## src/pkg/smt_pkg.sv

```systemverilog
// constants, field layout and mode codes of the signal measurement timer
package smt_pkg;
    typedef enum logic [3:0] {
        MODE_TIMER = 4'h0,
        MODE_GATED_TIMER = 4'h1,
        MODE_PERIOD_DUTY = 4'h2,
        MODE_HIGH_LOW = 4'h3,
        MODE_WIN_MEASURE = 4'h4,
        MODE_GATED_WIN = 4'h5,
        MODE_TIME_OF_FLIGHT = 4'h6,
        MODE_CAPTURE = 4'h7,
        MODE_COUNTER = 4'h8,
        MODE_GATED_COUNTER = 4'h9,
        MODE_WIN_COUNTER = 4'ha
    } mode_t;
    typedef enum logic [2:0] {
        CLK_SYS = 3'h0,
        CLK_SYS_DIV4 = 3'h1,
        CLK_FAST = 3'h2,
        CLK_SLOW = 3'h3,
        CLK_MEDIUM_DIV16 = 3'h4
    } clk_src_t;
    // byte offsets on the register bus
    localparam logic [4:0] OFS_COUNTER = 5'h00;
    localparam logic [4:0] OFS_PERIOD_MATCH = 5'h04;
    localparam logic [4:0] OFS_WIDTH_LATCH = 5'h08;
    localparam logic [4:0] OFS_PERIOD_LATCH = 5'h0c;
    localparam logic [4:0] OFS_CONTROL = 5'h10;
    localparam logic [4:0] OFS_STATUS = 5'h14;
    localparam logic [4:0] OFS_FLAGS = 5'h18;
    // control word fields
    localparam int CTL_MODE_LSB = 0;
    localparam int CTL_PS_LSB = 4;
    localparam int CTL_HALT = 6;
    localparam int CTL_WPOL = 7;
    localparam int CTL_SPOL = 8;
    localparam int CTL_CPOL = 9;
    localparam int CTL_REPEAT = 10;
    localparam int CTL_NARROW = 11;
    localparam int CTL_CLOCK_SOURCE_SELECT_LSB = 12;
    localparam logic [31:0] CONTROL_MASK = 32'h0000_7fff;
    localparam logic [31:0] CONTROL_RST = 32'h0000_0000;
    // status word fields
    localparam int ST_RUN_REQ = 0;
    localparam int ST_CLEAR = 1;
    localparam int ST_PW_UPD = 2;
    localparam int ST_PR_UPD = 3;
    localparam int ST_RUN_STATE = 8;
    localparam int ST_WIN_LVL = 9;
    localparam int ST_SIG_LVL = 10;
    // event flag fields, write one to clear
    localparam int FL_MATCH = 0;
    localparam int FL_PW = 1;
    localparam int FL_PR = 2;
    // values and counts
    localparam logic [23:0] COUNTER_RST = 24'h00_0000;
    localparam logic [23:0] PERIOD_MATCH_RST = 24'hff_ffff;
    localparam logic [23:0] PERIOD_DUTY_RELOAD = 24'h00_0001;
    localparam logic [23:0] NARROW_MASK = 24'h00_ffff;
    localparam int SYS_DIV = 4;
    localparam int MED_DIV = 16;
endpackage

```

## src/rtl/signal_measurement_timer.sv

```systemverilog
// signal measurement timer: clocking, input sync, counter, latches, Avalon-MM slave
//
// Added by the designer: the Avalon-MM interface to the registers and the placing of the registers.
`timescale 1ns/1ps
module signal_measurement_timer #(
    parameter int CNT_W = 24
) (
    // clock and reset
    input wire logic core_clk,
    input wire logic rst,
    // avalon-mm slave
    input wire logic [4:0] avs_address,
    input wire logic avs_read,
    input wire logic avs_write,
    input wire logic [31:0] avs_writedata,
    input wire logic [3:0] avs_byteenable,
    output logic [31:0] avs_readdata,
    output logic avs_waitrequest,
    // oscillator levels
    input wire logic fast_internal_osc,
    input wire logic slow_internal_osc,
    input wire logic medium_internal_osc,
    // measured inputs
    input wire logic window_input,
    input wire logic signal_input,
    // interrupt flags
    output logic period_match_irq,
    output logic width_acq_irq,
    output logic period_acq_irq
);

    // refuse widths the byte lanes cannot serve
    if (CNT_W < 16 || CNT_W > 24) begin : g_bad_width
        $error("CNT_W must lie between 16 and 24");
    end

    // merge byte lanes of a write into a counter-wide value
    function automatic logic [CNT_W-1:0] merge_lanes(input logic [CNT_W-1:0] old_v,
                                                     input logic [CNT_W-1:0] new_v,
                                                     input logic [3:0] be);
        logic [CNT_W-1:0] r;
        r = old_v;
        for (int i = 0; i < CNT_W; i++) begin
            if (be[i / 8]) begin
                r[i] = new_v[i];
            end
        end
        return r;
    endfunction

    logic [CNT_W-1:0] measure_counter;
    logic [CNT_W-1:0] period_match_value;
    logic [CNT_W-1:0] pulse_width_latch;
    logic [CNT_W-1:0] period_latch;
    logic [31:0] control_word;
    logic run_request;
    logic armed;

    // control fields
    wire [3:0] mode = control_word[smt_pkg::CTL_MODE_LSB +: 4];
    wire [1:0] prescale_select = control_word[smt_pkg::CTL_PS_LSB +: 2];
    wire [2:0] clock_source_select = control_word[smt_pkg::CTL_CLOCK_SOURCE_SELECT_LSB +: 3];
    wire halt_at_match = control_word[smt_pkg::CTL_HALT];
    wire window_polarity = control_word[smt_pkg::CTL_WPOL];
    wire signal_polarity = control_word[smt_pkg::CTL_SPOL];
    wire clock_polarity = control_word[smt_pkg::CTL_CPOL];
    wire repeat_acq = control_word[smt_pkg::CTL_REPEAT];
    wire narrow_mode = control_word[smt_pkg::CTL_NARROW];
    wire [15:0] m = 16'h0001 << mode; // one bit per mode code, reserved codes count nothing
    wire async_mode = m[smt_pkg::MODE_COUNTER] | m[smt_pkg::MODE_GATED_COUNTER] | m[smt_pkg::MODE_WIN_COUNTER];
    wire [CNT_W-1:0] cnt_mask = narrow_mode ? CNT_W'(smt_pkg::NARROW_MASK) : '1;

    // bus decode
    wire acc_wr = avs_write & ~avs_waitrequest;
    wire wr_cnt = acc_wr & (avs_address == smt_pkg::OFS_COUNTER);
    wire wr_pm = acc_wr & (avs_address == smt_pkg::OFS_PERIOD_MATCH);
    wire wr_ctl = acc_wr & (avs_address == smt_pkg::OFS_CONTROL);
    wire wr_stat = acc_wr & (avs_address == smt_pkg::OFS_STATUS) & avs_byteenable[0];
    wire wr_flag = acc_wr & (avs_address == smt_pkg::OFS_FLAGS) & avs_byteenable[0];
    wire sw_clear = wr_stat & avs_writedata[smt_pkg::ST_CLEAR];
    wire sw_pw_upd = wr_stat & avs_writedata[smt_pkg::ST_PW_UPD];
    wire sw_pr_upd = wr_stat & avs_writedata[smt_pkg::ST_PR_UPD];

    // clock source edges and dividers
    logic fast_q;
    logic slow_q;
    logic med_q;
    logic [$clog2(smt_pkg::SYS_DIV)-1:0] sys_div;
    logic [$clog2(smt_pkg::MED_DIV)-1:0] med_div;
    logic [2:0] ps_cnt;
    wire fast_edge = clock_polarity ? (fast_q & ~fast_internal_osc) : (~fast_q & fast_internal_osc);
    wire slow_edge = clock_polarity ? (slow_q & ~slow_internal_osc) : (~slow_q & slow_internal_osc);
    wire med_edge = clock_polarity ? (med_q & ~medium_internal_osc) : (~med_q & medium_internal_osc);
    wire sys4_tick = sys_div == ($clog2(smt_pkg::SYS_DIV))'(smt_pkg::SYS_DIV - 1);
    wire med16_tick = med_edge & (med_div == ($clog2(smt_pkg::MED_DIV))'(smt_pkg::MED_DIV - 1));
    wire src_tick = (clock_source_select == smt_pkg::CLK_SYS) ? 1'b1 :
                    (clock_source_select == smt_pkg::CLK_SYS_DIV4) ? sys4_tick :
                    (clock_source_select == smt_pkg::CLK_FAST) ? fast_edge :
                    (clock_source_select == smt_pkg::CLK_SLOW) ? slow_edge :
                    (clock_source_select == smt_pkg::CLK_MEDIUM_DIV16) ? med16_tick : 1'b0;
    wire [2:0] ps_mask = 3'(4'h7 >> (2'd3 - prescale_select));
    wire ptick = src_tick & ((ps_cnt & ps_mask) == ps_mask);

    // oscillator history and divider counters
    always_ff @(posedge core_clk) begin
        if (rst) begin
            fast_q <= 1'b0;
            slow_q <= 1'b0;
            med_q <= 1'b0;
            sys_div <= '0;
            med_div <= '0;
            ps_cnt <= 3'h0;
        end else begin
            fast_q <= fast_internal_osc;
            slow_q <= slow_internal_osc;
            med_q <= medium_internal_osc;
            sys_div <= sys_div + 1'b1;
            if (med_edge) begin
                med_div <= med_div + 1'b1;
            end
            if (src_tick) begin
                ps_cnt <= ps_cnt + 3'h1;
            end
        end
    end

    // polarity correction ahead of the synchronisers
    wire win_pc = window_input ^ window_polarity;
    wire sig_pc = signal_input ^ signal_polarity;
    logic win_s1;
    logic win_s2;
    logic win_s3;
    logic sig_s1;
    logic sig_s2;
    logic sig_s3;
    logic go_s1;
    logic go_s2;
    logic win_r;
    logic sig_r;

    // synchronisers clocked by the prescaled tick; raw history for counter modes
    always_ff @(posedge core_clk) begin
        if (rst) begin
            {win_s1, win_s2, win_s3} <= 3'h0;
            {sig_s1, sig_s2, sig_s3} <= 3'h0;
            {go_s1, go_s2} <= 2'h0;
            win_r <= 1'b0;
            sig_r <= 1'b0;
        end else begin
            if (ptick) begin
                {win_s3, win_s2, win_s1} <= {win_s2, win_s1, win_pc};
                {sig_s3, sig_s2, sig_s1} <= {sig_s2, sig_s1, sig_pc};
                {go_s2, go_s1} <= {go_s1, run_request};
            end
            win_r <= win_pc;
            sig_r <= sig_pc;
        end
    end

    // selected levels, edges and run state
    wire win_lvl = async_mode ? win_pc : win_s2;
    wire sig_lvl = async_mode ? sig_pc : sig_s2;
    wire win_old = async_mode ? win_r : win_s3;
    wire sig_old = async_mode ? sig_r : sig_s3;
    wire run_state = async_mode ? run_request : go_s2;
    wire en = run_state & (async_mode | ptick);
    wire win_rise = en & win_lvl & ~win_old;
    wire win_fall = en & ~win_lvl & win_old;
    wire sig_rise = en & sig_lvl & ~sig_old;
    wire sig_fall = en & ~sig_lvl & sig_old;

    // per-mode increment gate
    wire inc = en & (m[smt_pkg::MODE_TIMER] | m[smt_pkg::MODE_PERIOD_DUTY] | m[smt_pkg::MODE_CAPTURE]
                | (m[smt_pkg::MODE_GATED_TIMER] & sig_lvl)
                | ((m[smt_pkg::MODE_HIGH_LOW] | m[smt_pkg::MODE_WIN_MEASURE]
                    | m[smt_pkg::MODE_TIME_OF_FLIGHT]) & armed)
                | (m[smt_pkg::MODE_GATED_WIN] & sig_lvl & armed)
                | (m[smt_pkg::MODE_COUNTER] & sig_rise)
                | ((m[smt_pkg::MODE_GATED_COUNTER] | m[smt_pkg::MODE_WIN_COUNTER]) & sig_rise & win_lvl));
    // per-mode capture triggers
    wire cap_pw = ((m[smt_pkg::MODE_GATED_TIMER] | m[smt_pkg::MODE_PERIOD_DUTY]
                    | m[smt_pkg::MODE_HIGH_LOW]) & sig_fall)
                | (m[smt_pkg::MODE_TIME_OF_FLIGHT] & win_rise & armed)
                | ((m[smt_pkg::MODE_CAPTURE] | async_mode) & win_fall);
    wire cap_pr = ((m[smt_pkg::MODE_PERIOD_DUTY] | m[smt_pkg::MODE_HIGH_LOW]) & sig_rise & armed)
                | ((m[smt_pkg::MODE_WIN_MEASURE] | m[smt_pkg::MODE_GATED_WIN]
                    | m[smt_pkg::MODE_WIN_COUNTER]) & win_rise & armed)
                | (m[smt_pkg::MODE_TIME_OF_FLIGHT] & sig_rise & armed)
                | (m[smt_pkg::MODE_CAPTURE] & win_rise);
    // counter restarts; period/duty reloads one, the rest zero
    wire reload = (m[smt_pkg::MODE_PERIOD_DUTY] & sig_rise)
                | (m[smt_pkg::MODE_HIGH_LOW] & (sig_rise | sig_fall))
                | ((m[smt_pkg::MODE_WIN_MEASURE] | m[smt_pkg::MODE_GATED_WIN]) & win_rise)
                | (m[smt_pkg::MODE_TIME_OF_FLIGHT] & (win_rise | (sig_rise & armed)));
    wire [CNT_W-1:0] reload_val = m[smt_pkg::MODE_PERIOD_DUTY] ? CNT_W'(smt_pkg::PERIOD_DUTY_RELOAD)
                                                              : CNT_W'(smt_pkg::COUNTER_RST);
    // arming: first edge opens measurement, later ones complete it
    wire arm_set = (m[smt_pkg::MODE_HIGH_LOW] | m[smt_pkg::MODE_PERIOD_DUTY]) ? sig_rise
                 : (m[smt_pkg::MODE_WIN_MEASURE] | m[smt_pkg::MODE_GATED_WIN]
                    | m[smt_pkg::MODE_TIME_OF_FLIGHT] | m[smt_pkg::MODE_WIN_COUNTER]) & win_rise;
    wire arm_clr = m[smt_pkg::MODE_TIME_OF_FLIGHT] & sig_rise;
    // one acquisition is finished
    wire acq_done = (m[smt_pkg::MODE_GATED_TIMER] | m[smt_pkg::MODE_COUNTER]
                     | m[smt_pkg::MODE_GATED_COUNTER]) ? cap_pw : cap_pr;
    wire single_stop = acq_done & ~repeat_acq;
    wire match = (measure_counter & cnt_mask) == (period_match_value & cnt_mask);
    wire match_evt = inc & match;
    wire [CNT_W-1:0] cnt_plus = (measure_counter + 1'b1) & cnt_mask;

    // measurement counter: software write, clear, restart, match, count
    always_ff @(posedge core_clk) begin
        if (rst) begin
            measure_counter <= CNT_W'(smt_pkg::COUNTER_RST);
        end else if (wr_cnt) begin
            measure_counter <= merge_lanes(measure_counter, avs_writedata[CNT_W-1:0], avs_byteenable) & cnt_mask;
        end else if (sw_clear) begin
            measure_counter <= CNT_W'(smt_pkg::COUNTER_RST);
        end else if (reload) begin
            measure_counter <= reload_val;
        end else if (match_evt) begin
            if (!halt_at_match) begin
                measure_counter <= CNT_W'(smt_pkg::COUNTER_RST);
            end
        end else if (inc) begin
            measure_counter <= cnt_plus;
        end
    end

    // latches: software update or mode trigger
    always_ff @(posedge core_clk) begin
        if (rst) begin
            pulse_width_latch <= '0;
            period_latch <= '0;
        end else begin
            if (sw_pw_upd || cap_pw) begin
                pulse_width_latch <= measure_counter;
            end
            if (sw_pr_upd || cap_pr) begin
                period_latch <= measure_counter;
            end
        end
    end

    // arming state, cleared while stopped
    always_ff @(posedge core_clk) begin
        if (rst || !run_state) begin
            armed <= 1'b0;
        end else if (arm_set) begin
            armed <= 1'b1;
        end else if (arm_clr) begin
            armed <= 1'b0;
        end
    end

    // configuration registers and run request
    always_ff @(posedge core_clk) begin
        if (rst) begin
            control_word <= smt_pkg::CONTROL_RST;
            period_match_value <= CNT_W'(smt_pkg::PERIOD_MATCH_RST);
            run_request <= 1'b0;
        end else begin
            if (wr_ctl) begin
                control_word <= merge_lanes(control_word[CNT_W-1:0], avs_writedata[CNT_W-1:0], avs_byteenable)
                                & smt_pkg::CONTROL_MASK;
            end
            if (wr_pm) begin
                period_match_value <= merge_lanes(period_match_value, avs_writedata[CNT_W-1:0], avs_byteenable);
            end
            if (wr_stat) begin
                run_request <= avs_writedata[smt_pkg::ST_RUN_REQ];
            end else if (single_stop) begin
                run_request <= 1'b0;
            end
        end
    end

    // sticky event flags; a new event wins over a clear in the same cycle
    wire [2:0] flag_clr = wr_flag ? avs_writedata[2:0] : 3'h0;
    always_ff @(posedge core_clk) begin
        if (rst) begin
            period_match_irq <= 1'b0;
            width_acq_irq <= 1'b0;
            period_acq_irq <= 1'b0;
        end else begin
            period_match_irq <= (period_match_irq & ~flag_clr[smt_pkg::FL_MATCH]) | match_evt;
            width_acq_irq <= (width_acq_irq & ~flag_clr[smt_pkg::FL_PW]) | cap_pw;
            period_acq_irq <= (period_acq_irq & ~flag_clr[smt_pkg::FL_PR]) | cap_pr;
        end
    end

    // status levels shown only where meaningful and while running
    wire win_shown = m[smt_pkg::MODE_WIN_MEASURE] | m[smt_pkg::MODE_GATED_COUNTER] | m[smt_pkg::MODE_GATED_WIN];
    wire sig_shown = ~(m[smt_pkg::MODE_WIN_MEASURE] | m[smt_pkg::MODE_TIME_OF_FLIGHT] | m[smt_pkg::MODE_CAPTURE]);
    wire window_level = run_state & win_shown & win_lvl;
    wire signal_level = run_state & sig_shown & sig_lvl;
    wire [31:0] status_word = (32'(run_request) << smt_pkg::ST_RUN_REQ)
                            | (32'(run_state) << smt_pkg::ST_RUN_STATE)
                            | (32'(window_level) << smt_pkg::ST_WIN_LVL)
                            | (32'(signal_level) << smt_pkg::ST_SIG_LVL);
    wire [31:0] flag_word = {29'h0, period_acq_irq, width_acq_irq, period_match_irq};

    // read mux; unmapped offsets read zero
    wire [31:0] read_value = (avs_address == smt_pkg::OFS_COUNTER) ? 32'(measure_counter) :
                             (avs_address == smt_pkg::OFS_PERIOD_MATCH) ? 32'(period_match_value) :
                             (avs_address == smt_pkg::OFS_WIDTH_LATCH) ? 32'(pulse_width_latch) :
                             (avs_address == smt_pkg::OFS_PERIOD_LATCH) ? 32'(period_latch) :
                             (avs_address == smt_pkg::OFS_CONTROL) ? control_word :
                             (avs_address == smt_pkg::OFS_STATUS) ? status_word :
                             (avs_address == smt_pkg::OFS_FLAGS) ? flag_word : 32'h0000_0000;

    // waitrequest drops for one cycle per request; read data registered with it
    always_ff @(posedge core_clk) begin
        if (rst) begin
            avs_waitrequest <= 1'b1;
            avs_readdata <= 32'h0000_0000;
        end else if ((avs_read || avs_write) && avs_waitrequest) begin
            avs_waitrequest <= 1'b0;
            avs_readdata <= avs_read ? read_value : 32'h0000_0000;
        end else begin
            avs_waitrequest <= 1'b1;
        end
    end

    wire hw_quiet = ~wr_cnt & ~sw_clear & ~reload;
endmodule

```

## config.mk

```make
export PLATFORM = sky130hd
export DESIGN_NAME = signal_measurement_timer
export DESIGN_NICKNAME = d
export VERILOG_FILES = /design/src/pkg/smt_pkg.sv /design/src/rtl/signal_measurement_timer.sv
export SDC_FILE = /design/constraint.sdc
export NUM_CORES = 1
export LEC_CHECK = 0
export BUFFER_PORTS_ARGS = -buffer_cell sky130_fd_sc_hd__buf_2
export CAP_MARGIN = 25
export CELL_PAD_IN_SITES_DETAIL_PLACEMENT = 0
export CELL_PAD_IN_SITES_GLOBAL_PLACEMENT = 1
export CORE_ASPECT_RATIO = 1.5
export CORE_MARGIN = 5
export CORE_UTILIZATION = 45
export CTS_BUF_LIST = sky130_fd_sc_hd__clkbuf_8
export CTS_CLUSTER_DIAMETER = 80
export DETAILED_ROUTE_END_ITERATION = 8
export GPL_ROUTABILITY_DRIVEN = 0
export PLACE_DENSITY = 0.83
export SKIP_LAST_GASP = 1
export SYNTH_ARGS = -nofsm -noshare
export SYNTH_HDL_FRONTEND = slang
export SYNTH_SLANG_ARGS = --single-unit
```

## constraint.sdc

```tcl
create_clock -name core_clk -period 5.8 [get_ports core_clk]
set_input_delay 0.29 -clock core_clk [delete_from_list [all_inputs] [get_ports core_clk]]
set_output_delay 0.29 -clock core_clk [all_outputs]
set_load 0.01 [all_outputs]
```

# Word level (Yosys, flattened, before mapping)
# Cells that the tools add are included.
totals:
  ff_bits: 171
  latch_bits: 0
  ram_bits: 0
  romBits: 0
  output_inout_bits: 36
  wordCells: 307
  mem_count: 0
op_classes:
  n_addsub: 5
  multipliers: 0
  div: 0
  order_cmp: 0
  n_eq_ne: 15
  shifts: 2
  n_mux: 109
  n_bitwise: 128
  reduce_logical: 17
op_table:
  columns: ["operator", "count"]
  rows:
  - ["24-bit 2-to-1 mux", 12]
  - ["24-bit AND", 4]
  - ["1-bit 2-to-1 mux", 93]
  - ["1-bit AND", 62]
  - ["1-bit bitwise OR", 40]
  - ["24-bit by 1-bit adder with 24-bit output (second input constant)", 1]
  - ["24-bit == test", 1]
  - ["1-bit inverter", 16]
  - ["5-bit == test (second input constant)", 3]
  - ["15-bit 2-to-1 mux", 1]
  - ["2-bit AND reduction", 6]
  - ["11-bit 2-to-1 mux", 1]
  - ["10-bit by 11-bit bitwise OR with 11-bit output", 1]
  - ["1-bit by 4-bit << shifter with 11-bit output (first input constant)", 1]
  - ["5-bit by 4-bit == test with 1-bit output (second input constant)", 2]
  - ["9-bit by 10-bit bitwise OR with 10-bit output", 1]
  - ["1-bit by 9-bit bitwise OR with 9-bit output", 1]
  - ["3-bit by 2-bit == test with 1-bit output (second input constant)", 2]
  - ["3-bit 2-to-1 mux", 2]
  - ["5-bit by 3-bit == test with 1-bit output (second input constant)", 1]
  - ["5-bit logical NOT", 1]
  - ["5-bit inequality test (second input constant)", 1]
  - ["5-bit nonzero test", 1]
  - ["4-bit by 1-bit adder with 4-bit output (second input constant)", 1]
  - ["16 further kinds", 21]

# Logic depth before layout (Yosys ltp)
depth:
  ltp_word: 23
  depth_mapped: 10
  depth_no_buf: 8

# Worst setup path after synthesis
# Ideal clock, no wire load.
synth_timing:
  path_type: "register to register"
  startpoint: "register sig_s2"
  endpoint: "register measure_counter[11]"
  setup_ns: 0.132
  arrival_time_ns: 2.212
  t_required_ns: 5.668
  path_slack_ns: 3.456
  stages_incl_launch_ff: 10
  path_buffers: 2
  cell_sequence: "dfxtp_1 or3b_1 a311o_1 o31a_2 a211oi_1 o2bb2ai_1 buf_2 buf_8 a211oi_1 o32ai_1"
synth_via:
  elab_chain_len: 13
  word_cells_on_any_way: 35
  classes_between: "eq/ne (1); mux (5); bitwise (27); reduce/logical (2)"
synth_rtl:
  columns: ["item", "line", "rtl"]
  rows:
  - ["start: declaration", "signal_measurement_timer.sv:134", "logic sig_s2;"]
  - ["start signal: assignment", "signal_measurement_timer.sv:152", "{sig_s3, sig_s2, sig_s1} <= {sig_s2, sig_s1, sig_pc};"]
  - ["1-bit 2-to-1 mux *", "signal_measurement_timer.sv:162", "wire sig_lvl = async_mode ? sig_pc : sig_s2;"]
  - ["1-bit AND", "signal_measurement_timer.sv:174", "| (m[smt_pkg::MODE_GATED_TIMER] & sig_lvl)"]
  - ["1-bit bitwise OR", "signal_measurement_timer.sv:174", null]
  - ["1-bit bitwise OR", "signal_measurement_timer.sv:175", "| ((m[smt_pkg::MODE_HIGH_LOW] | m[smt_pkg::MODE_WIN_MEASURE]"]
  - ["1-bit bitwise OR", "signal_measurement_timer.sv:177", "| (m[smt_pkg::MODE_GATED_WIN] & sig_lvl & armed)"]
  - ["1-bit bitwise OR", "signal_measurement_timer.sv:178", "| (m[smt_pkg::MODE_COUNTER] & sig_rise)"]
  - ["1-bit bitwise OR", "signal_measurement_timer.sv:179", "| ((m[smt_pkg::MODE_GATED_COUNTER] | m[smt_pkg::MODE_WIN_COUNTER]) & sig_rise & win_lvl));"]
  - ["1-bit AND", "signal_measurement_timer.sv:173", "wire inc = en & (m[smt_pkg::MODE_TIMER] | m[smt_pkg::MODE_PERIOD_DUTY] | m[smt_pkg::MODE_CAPTURE]"]
  - ["1-bit AND", "signal_measurement_timer.sv:207", "wire match_evt = inc & match;"]
  - ["24-bit 2-to-1 mux", "signal_measurement_timer.sv:220", "end else if (match_evt) begin"]
  - ["24-bit 2-to-1 mux", "signal_measurement_timer.sv:218", "end else if (reload) begin"]
  - ["24-bit 2-to-1 mux", "signal_measurement_timer.sv:216", "end else if (sw_clear) begin"]
  - ["24-bit 2-to-1 mux", "signal_measurement_timer.sv:214", "end else if (wr_cnt) begin"]
  - ["end signal: assignment", "signal_measurement_timer.sv:215", "measure_counter <= merge_lanes(measure_counter, avs_writedata[CNT_W-1:0], avs_byteenable) & cnt_mask;"]
  - ["end signal: assignment", "signal_measurement_timer.sv:217", "measure_counter <= CNT_W'(smt_pkg::COUNTER_RST);"]
  - ["end signal: assignment", "signal_measurement_timer.sv:219", "measure_counter <= reload_val;"]
  - ["end: declaration", "signal_measurement_timer.sv:51", "logic [CNT_W-1:0] measure_counter;"]
# Every way passes the cells marked *; elsewhere a longest branch is shown, timed or not.
# A chain may end at the register's enable or synchronous reset.

# Worst setup path in the final report
layout_timing:
  startpoint: "register control_word[3]"
  endpoint: "register measure_counter[0]"
layout_via:
  elab_chain_len: 16
  word_cells_on_any_way: 57
  classes_between: "eq/ne (1); shift (1); mux (10); bitwise (43); reduce/logical (2)"
layout_rtl:
  columns: ["item", "line", "rtl"]
  rows:
  - ["start: declaration", "signal_measurement_timer.sv:55", "logic [31:0] control_word;"]
  - ["start signal: assignment", "signal_measurement_timer.sv:258", "control_word <= smt_pkg::CONTROL_RST;"]
  - ["start signal: assignment", "signal_measurement_timer.sv:263", "control_word <= merge_lanes(control_word[CNT_W-1:0], avs_writedata[CNT_W-1:0], avs_byteenable)"]
  - ["1-bit by 4-bit << shifter with 11-bit output *", "signal_measurement_timer.sv:69", "wire [15:0] m = 16'h0001 << mode;"]
  - ["1-bit bitwise OR (2 in series)", "signal_measurement_timer.sv:70", "wire async_mode = m[smt_pkg::MODE_COUNTER] | m[smt_pkg::MODE_GATED_COUNTER] | m[smt_pkg::MODE_WIN_COUNTER];"]
  - ["1-bit 2-to-1 mux (tied with other cells)", "signal_measurement_timer.sv:162", null]
  - ["1-bit AND (on tied branches)", "signal_measurement_timer.sv:174, signal_measurement_timer.sv:166", null]
  - ["1-bit bitwise OR or 1-bit AND (tied branches)", "signal_measurement_timer.sv:174, signal_measurement_timer.sv:169", null]
  - ["1-bit bitwise OR or 1-bit AND (tied branches)", "signal_measurement_timer.sv:175, signal_measurement_timer.sv:169", null]
  - ["1-bit bitwise OR (tied with other cells)", "signal_measurement_timer.sv:177", null]
  - ["1-bit bitwise OR or 1-bit AND (tied branches)", "signal_measurement_timer.sv:178, signal_measurement_timer.sv:179", null]
  - ["1-bit bitwise OR", "signal_measurement_timer.sv:179", null]
  - ["1-bit AND", "signal_measurement_timer.sv:173", null]
  - ["1-bit AND", "signal_measurement_timer.sv:207", null]
  - ["24-bit 2-to-1 mux", "signal_measurement_timer.sv:220", null]
  - ["24-bit 2-to-1 mux", "signal_measurement_timer.sv:218", null]
  - ["24-bit 2-to-1 mux", "signal_measurement_timer.sv:216", null]
  - ["24-bit 2-to-1 mux", "signal_measurement_timer.sv:214", null]
# Marks and branches as above.

==> metrics.txt <==
die height 179 um; syn avg cell area 8.65 um^2; detailed placement HPWL 18,300 um; Register-to-Register Setup Slack 2.67 ns; grt total ovfl 0; run status finished clean; share of layout cells above drive strength 1 15.1%; hold path cells 2; drt pass-1 iters 6; kind of critical path register to register; leakage roughly 0.0033 uW; postcts setup bufs 0; Hold Vio Cnt, Final 0; worst path cell trace nor2b_1 > a21oi_1 > o221ai_1 > o2bb2ai_2 > o221a_2 > nor2_1 > a311oi_1; warnings from Yosys 0; number of antenna diodes 0; Internal 1510 uW; CTS Hold Buffers Added 0; switching pwr 551 uW; final instance area 0.00923 mm^2; Slew headroom 37.5%; Avg WL per Cell ~20 um; FP Rows 61; EDFF count, synth 0; clk_lat worst skew 0.47 ns; drt drc 0; DR vias 7,502; die width around 120 um; Combinational Power Share 5.9%; Clock transition at path regs 0.10 ns; clock power share 38.7%; vias per std cell 5.90; CTS tree yes; I/O pin total 86; Worst Hold Path EP med_q; Critical Path Slowest Stage Cell dfxtp_1; CP arrival 3.50 ns; most frequent cells in the layout dfxtp_1, nor2_1, mux2i_1, nand2_1, buf_2; crit-path max cell delay roughly 0.69 ns; Die Area 0.0220 mm^2; clock sink count 163; DRT Wirelength 25,600 um; IO Port Bufs 68; Critical Path Fanout Max 16; asr flop ratio synth 0%; first-pass GRT wire length between 40,000 and 50,000 um; worst min-delay path startpoint medium_internal_osc; worst path required time a little over 6 ns; Startpoint Class register; Max Root-Sink Buffers 2; Final period util 54.0%; setup skew after layout 0.0108 ns; vias in the first global route 7,310; Most used DFF post-synth dfxtp_1; top-area cell type share of the netlist area 38.1%; largest net degree at the start of global routing between 80 and 90; antenna violations before repair 0; RSZ-0062 raised after global routing no; GR Util All Layers 23.7%; worst-margin pin slew 0.936 ns; Setup TNS 0 ns; Num CTS Buffers 17; Max-Cap Viols 0; Final Max Slew Viols 0; reg-to-reg endpoint measure_counter[0]; min Tclk post-route 3.13 ns; Hold Path Class input port to register; Initial Util 46.0%; R2R depth 7; peak supply drop 103 uV; leading cell type in the layout, fill and taps excluded dfxtp_1; Switching Fraction 26.7%; fmax 319 MHz; sequential fraction of the synthesis area 38.1%; Detail Route Antenna Nets 0; dominant cell type by area after synthesis dfxtp_1; Distinct cells, synth 92; H-tree Lvls 4; synthesized area 0.00858 mm^2; Post-Syn Instances 991; area grow syn2layout 7.57%; CP Capture Type register; synthesized flop and latch total 163; PD cells 224 mW/mm^2; Root Buffer clkbuf_8; sequential share of power 55.3%; Placed Area between 0.008 and 0.009 mm^2; fin nets 1,061; top cells by area, synth dfxtp_1, mux2i_1, nor2_1; CTS resizes 0; launching point of the worst reg2reg path control_word[3]; initial DRC count 809; # setup viols final 0; Core Box Area 0.0186 mm^2
-- flip-flops by register name (all words and copies together), names as in the netlist, 2 cells and up --
signal / count
avs_readdata: 24
measure_counter: 24
period_latch: 24
period_match_value: 24
pulse_width_latch: 24
control_word: 15
med_div: 4
ps_cnt: 3
sys_div: 2
-- power groups by stage --
stage	registers (uW)	clock network (uW)	logic [uW]
detailed placement	1170	0	122
finish	1140	799	122
CTS	1140	819	122
global placement	1170	0	121
floorplan	1160	0	79.1
global route	1140	863	133
-- layout make-up --
| cell class | instances | area, um^2 |
|---|---|---|
| clock inverters | 15 | 134 |
| well taps | 252 | 315 |
| flip-flops and latches | 163 | 3260 |
| clock buffers | 17 | 234 |
| multi-input cells | 728 | 4790 |
| fillers | 1898 | 9400 |
| inverters | 18 | 67.6 |
| repair buffers | 79 | 425 |
-- through the flow --
step                      instances  setup slack [ns]  power, uW  util, %  hold WS, ns
after global placement         1240              2.78       1290     47.6        0.410
after CTS                      1272              2.73       2080     49.5       0.0168
after detailed placement       1240              2.74       1290     47.6        0.411
final                          1272              2.67       2060     49.5       0.0426
after global routing           1272              2.47       2140     49.5       0.0354
after floorplan                 998              3.46       1240        -        0.399
-- how the worst max path moves through the flow --
stage	to	startpoint
2_1_floorplan	measure_counter[11]	sig_s2
3_3_place_gp	measure_counter[2]	avs_write
3_5_place_dp	measure_counter[0]	control_word[3]
4_1_cts	measure_counter[0]	control_word[3]
5_1_grt	measure_counter[13]	control_word[0]
6_report	measure_counter[0]	control_word[3]
-- worst max-delay path, delay by kind of cell, from the launching register on --
kind            cells  cell delay [ns]
compound gates      5             1.61
simple gates        2             0.72
flops               1             0.69
-- per-layer routing --
layer,GRT usage [%],wire (um)
met5,0,0
met4,12.1,1200
met3,3.22,1250
met2,42.4,13200
met1,27.2,9960
-- cell families (layout without fill, tap and decap cells) --
logic type / count (synthesis) / in the layout / share of synthesized area, %
XOR/XNOR: 39 / 39 / 3.98
other: 1 / 8 / 0.0437
multiplexers: 104 / 104 / 12.3
AO/OA/AOI/OAI: 221 / 221 / 18.6
AND/OR/NAND/NOR: 352 / 352 / 19.8
buffers and inverters: 107 / 129 / 6.62
flip-flops: 163 / 163 / 38.1
adder cells (fa/ha/maj): 4 / 4 / 0.584
-- synth_stat cells (11+ instances only) --
master    instances
a22oi_1          34
a211oi_1         15
clkbuf_1         47
a22o_1           11
xor2_1           29
mux2i_1          90
nand2_1          83
buf_4            13
nand3_1          21
inv_1            16
nor2b_1          12
buf_2            13
dfxtp_1         163
mux2_2           14
a21oi_1          63
nor2_1          145
o21ai_0          16
(Power assumes the default switching activity.)
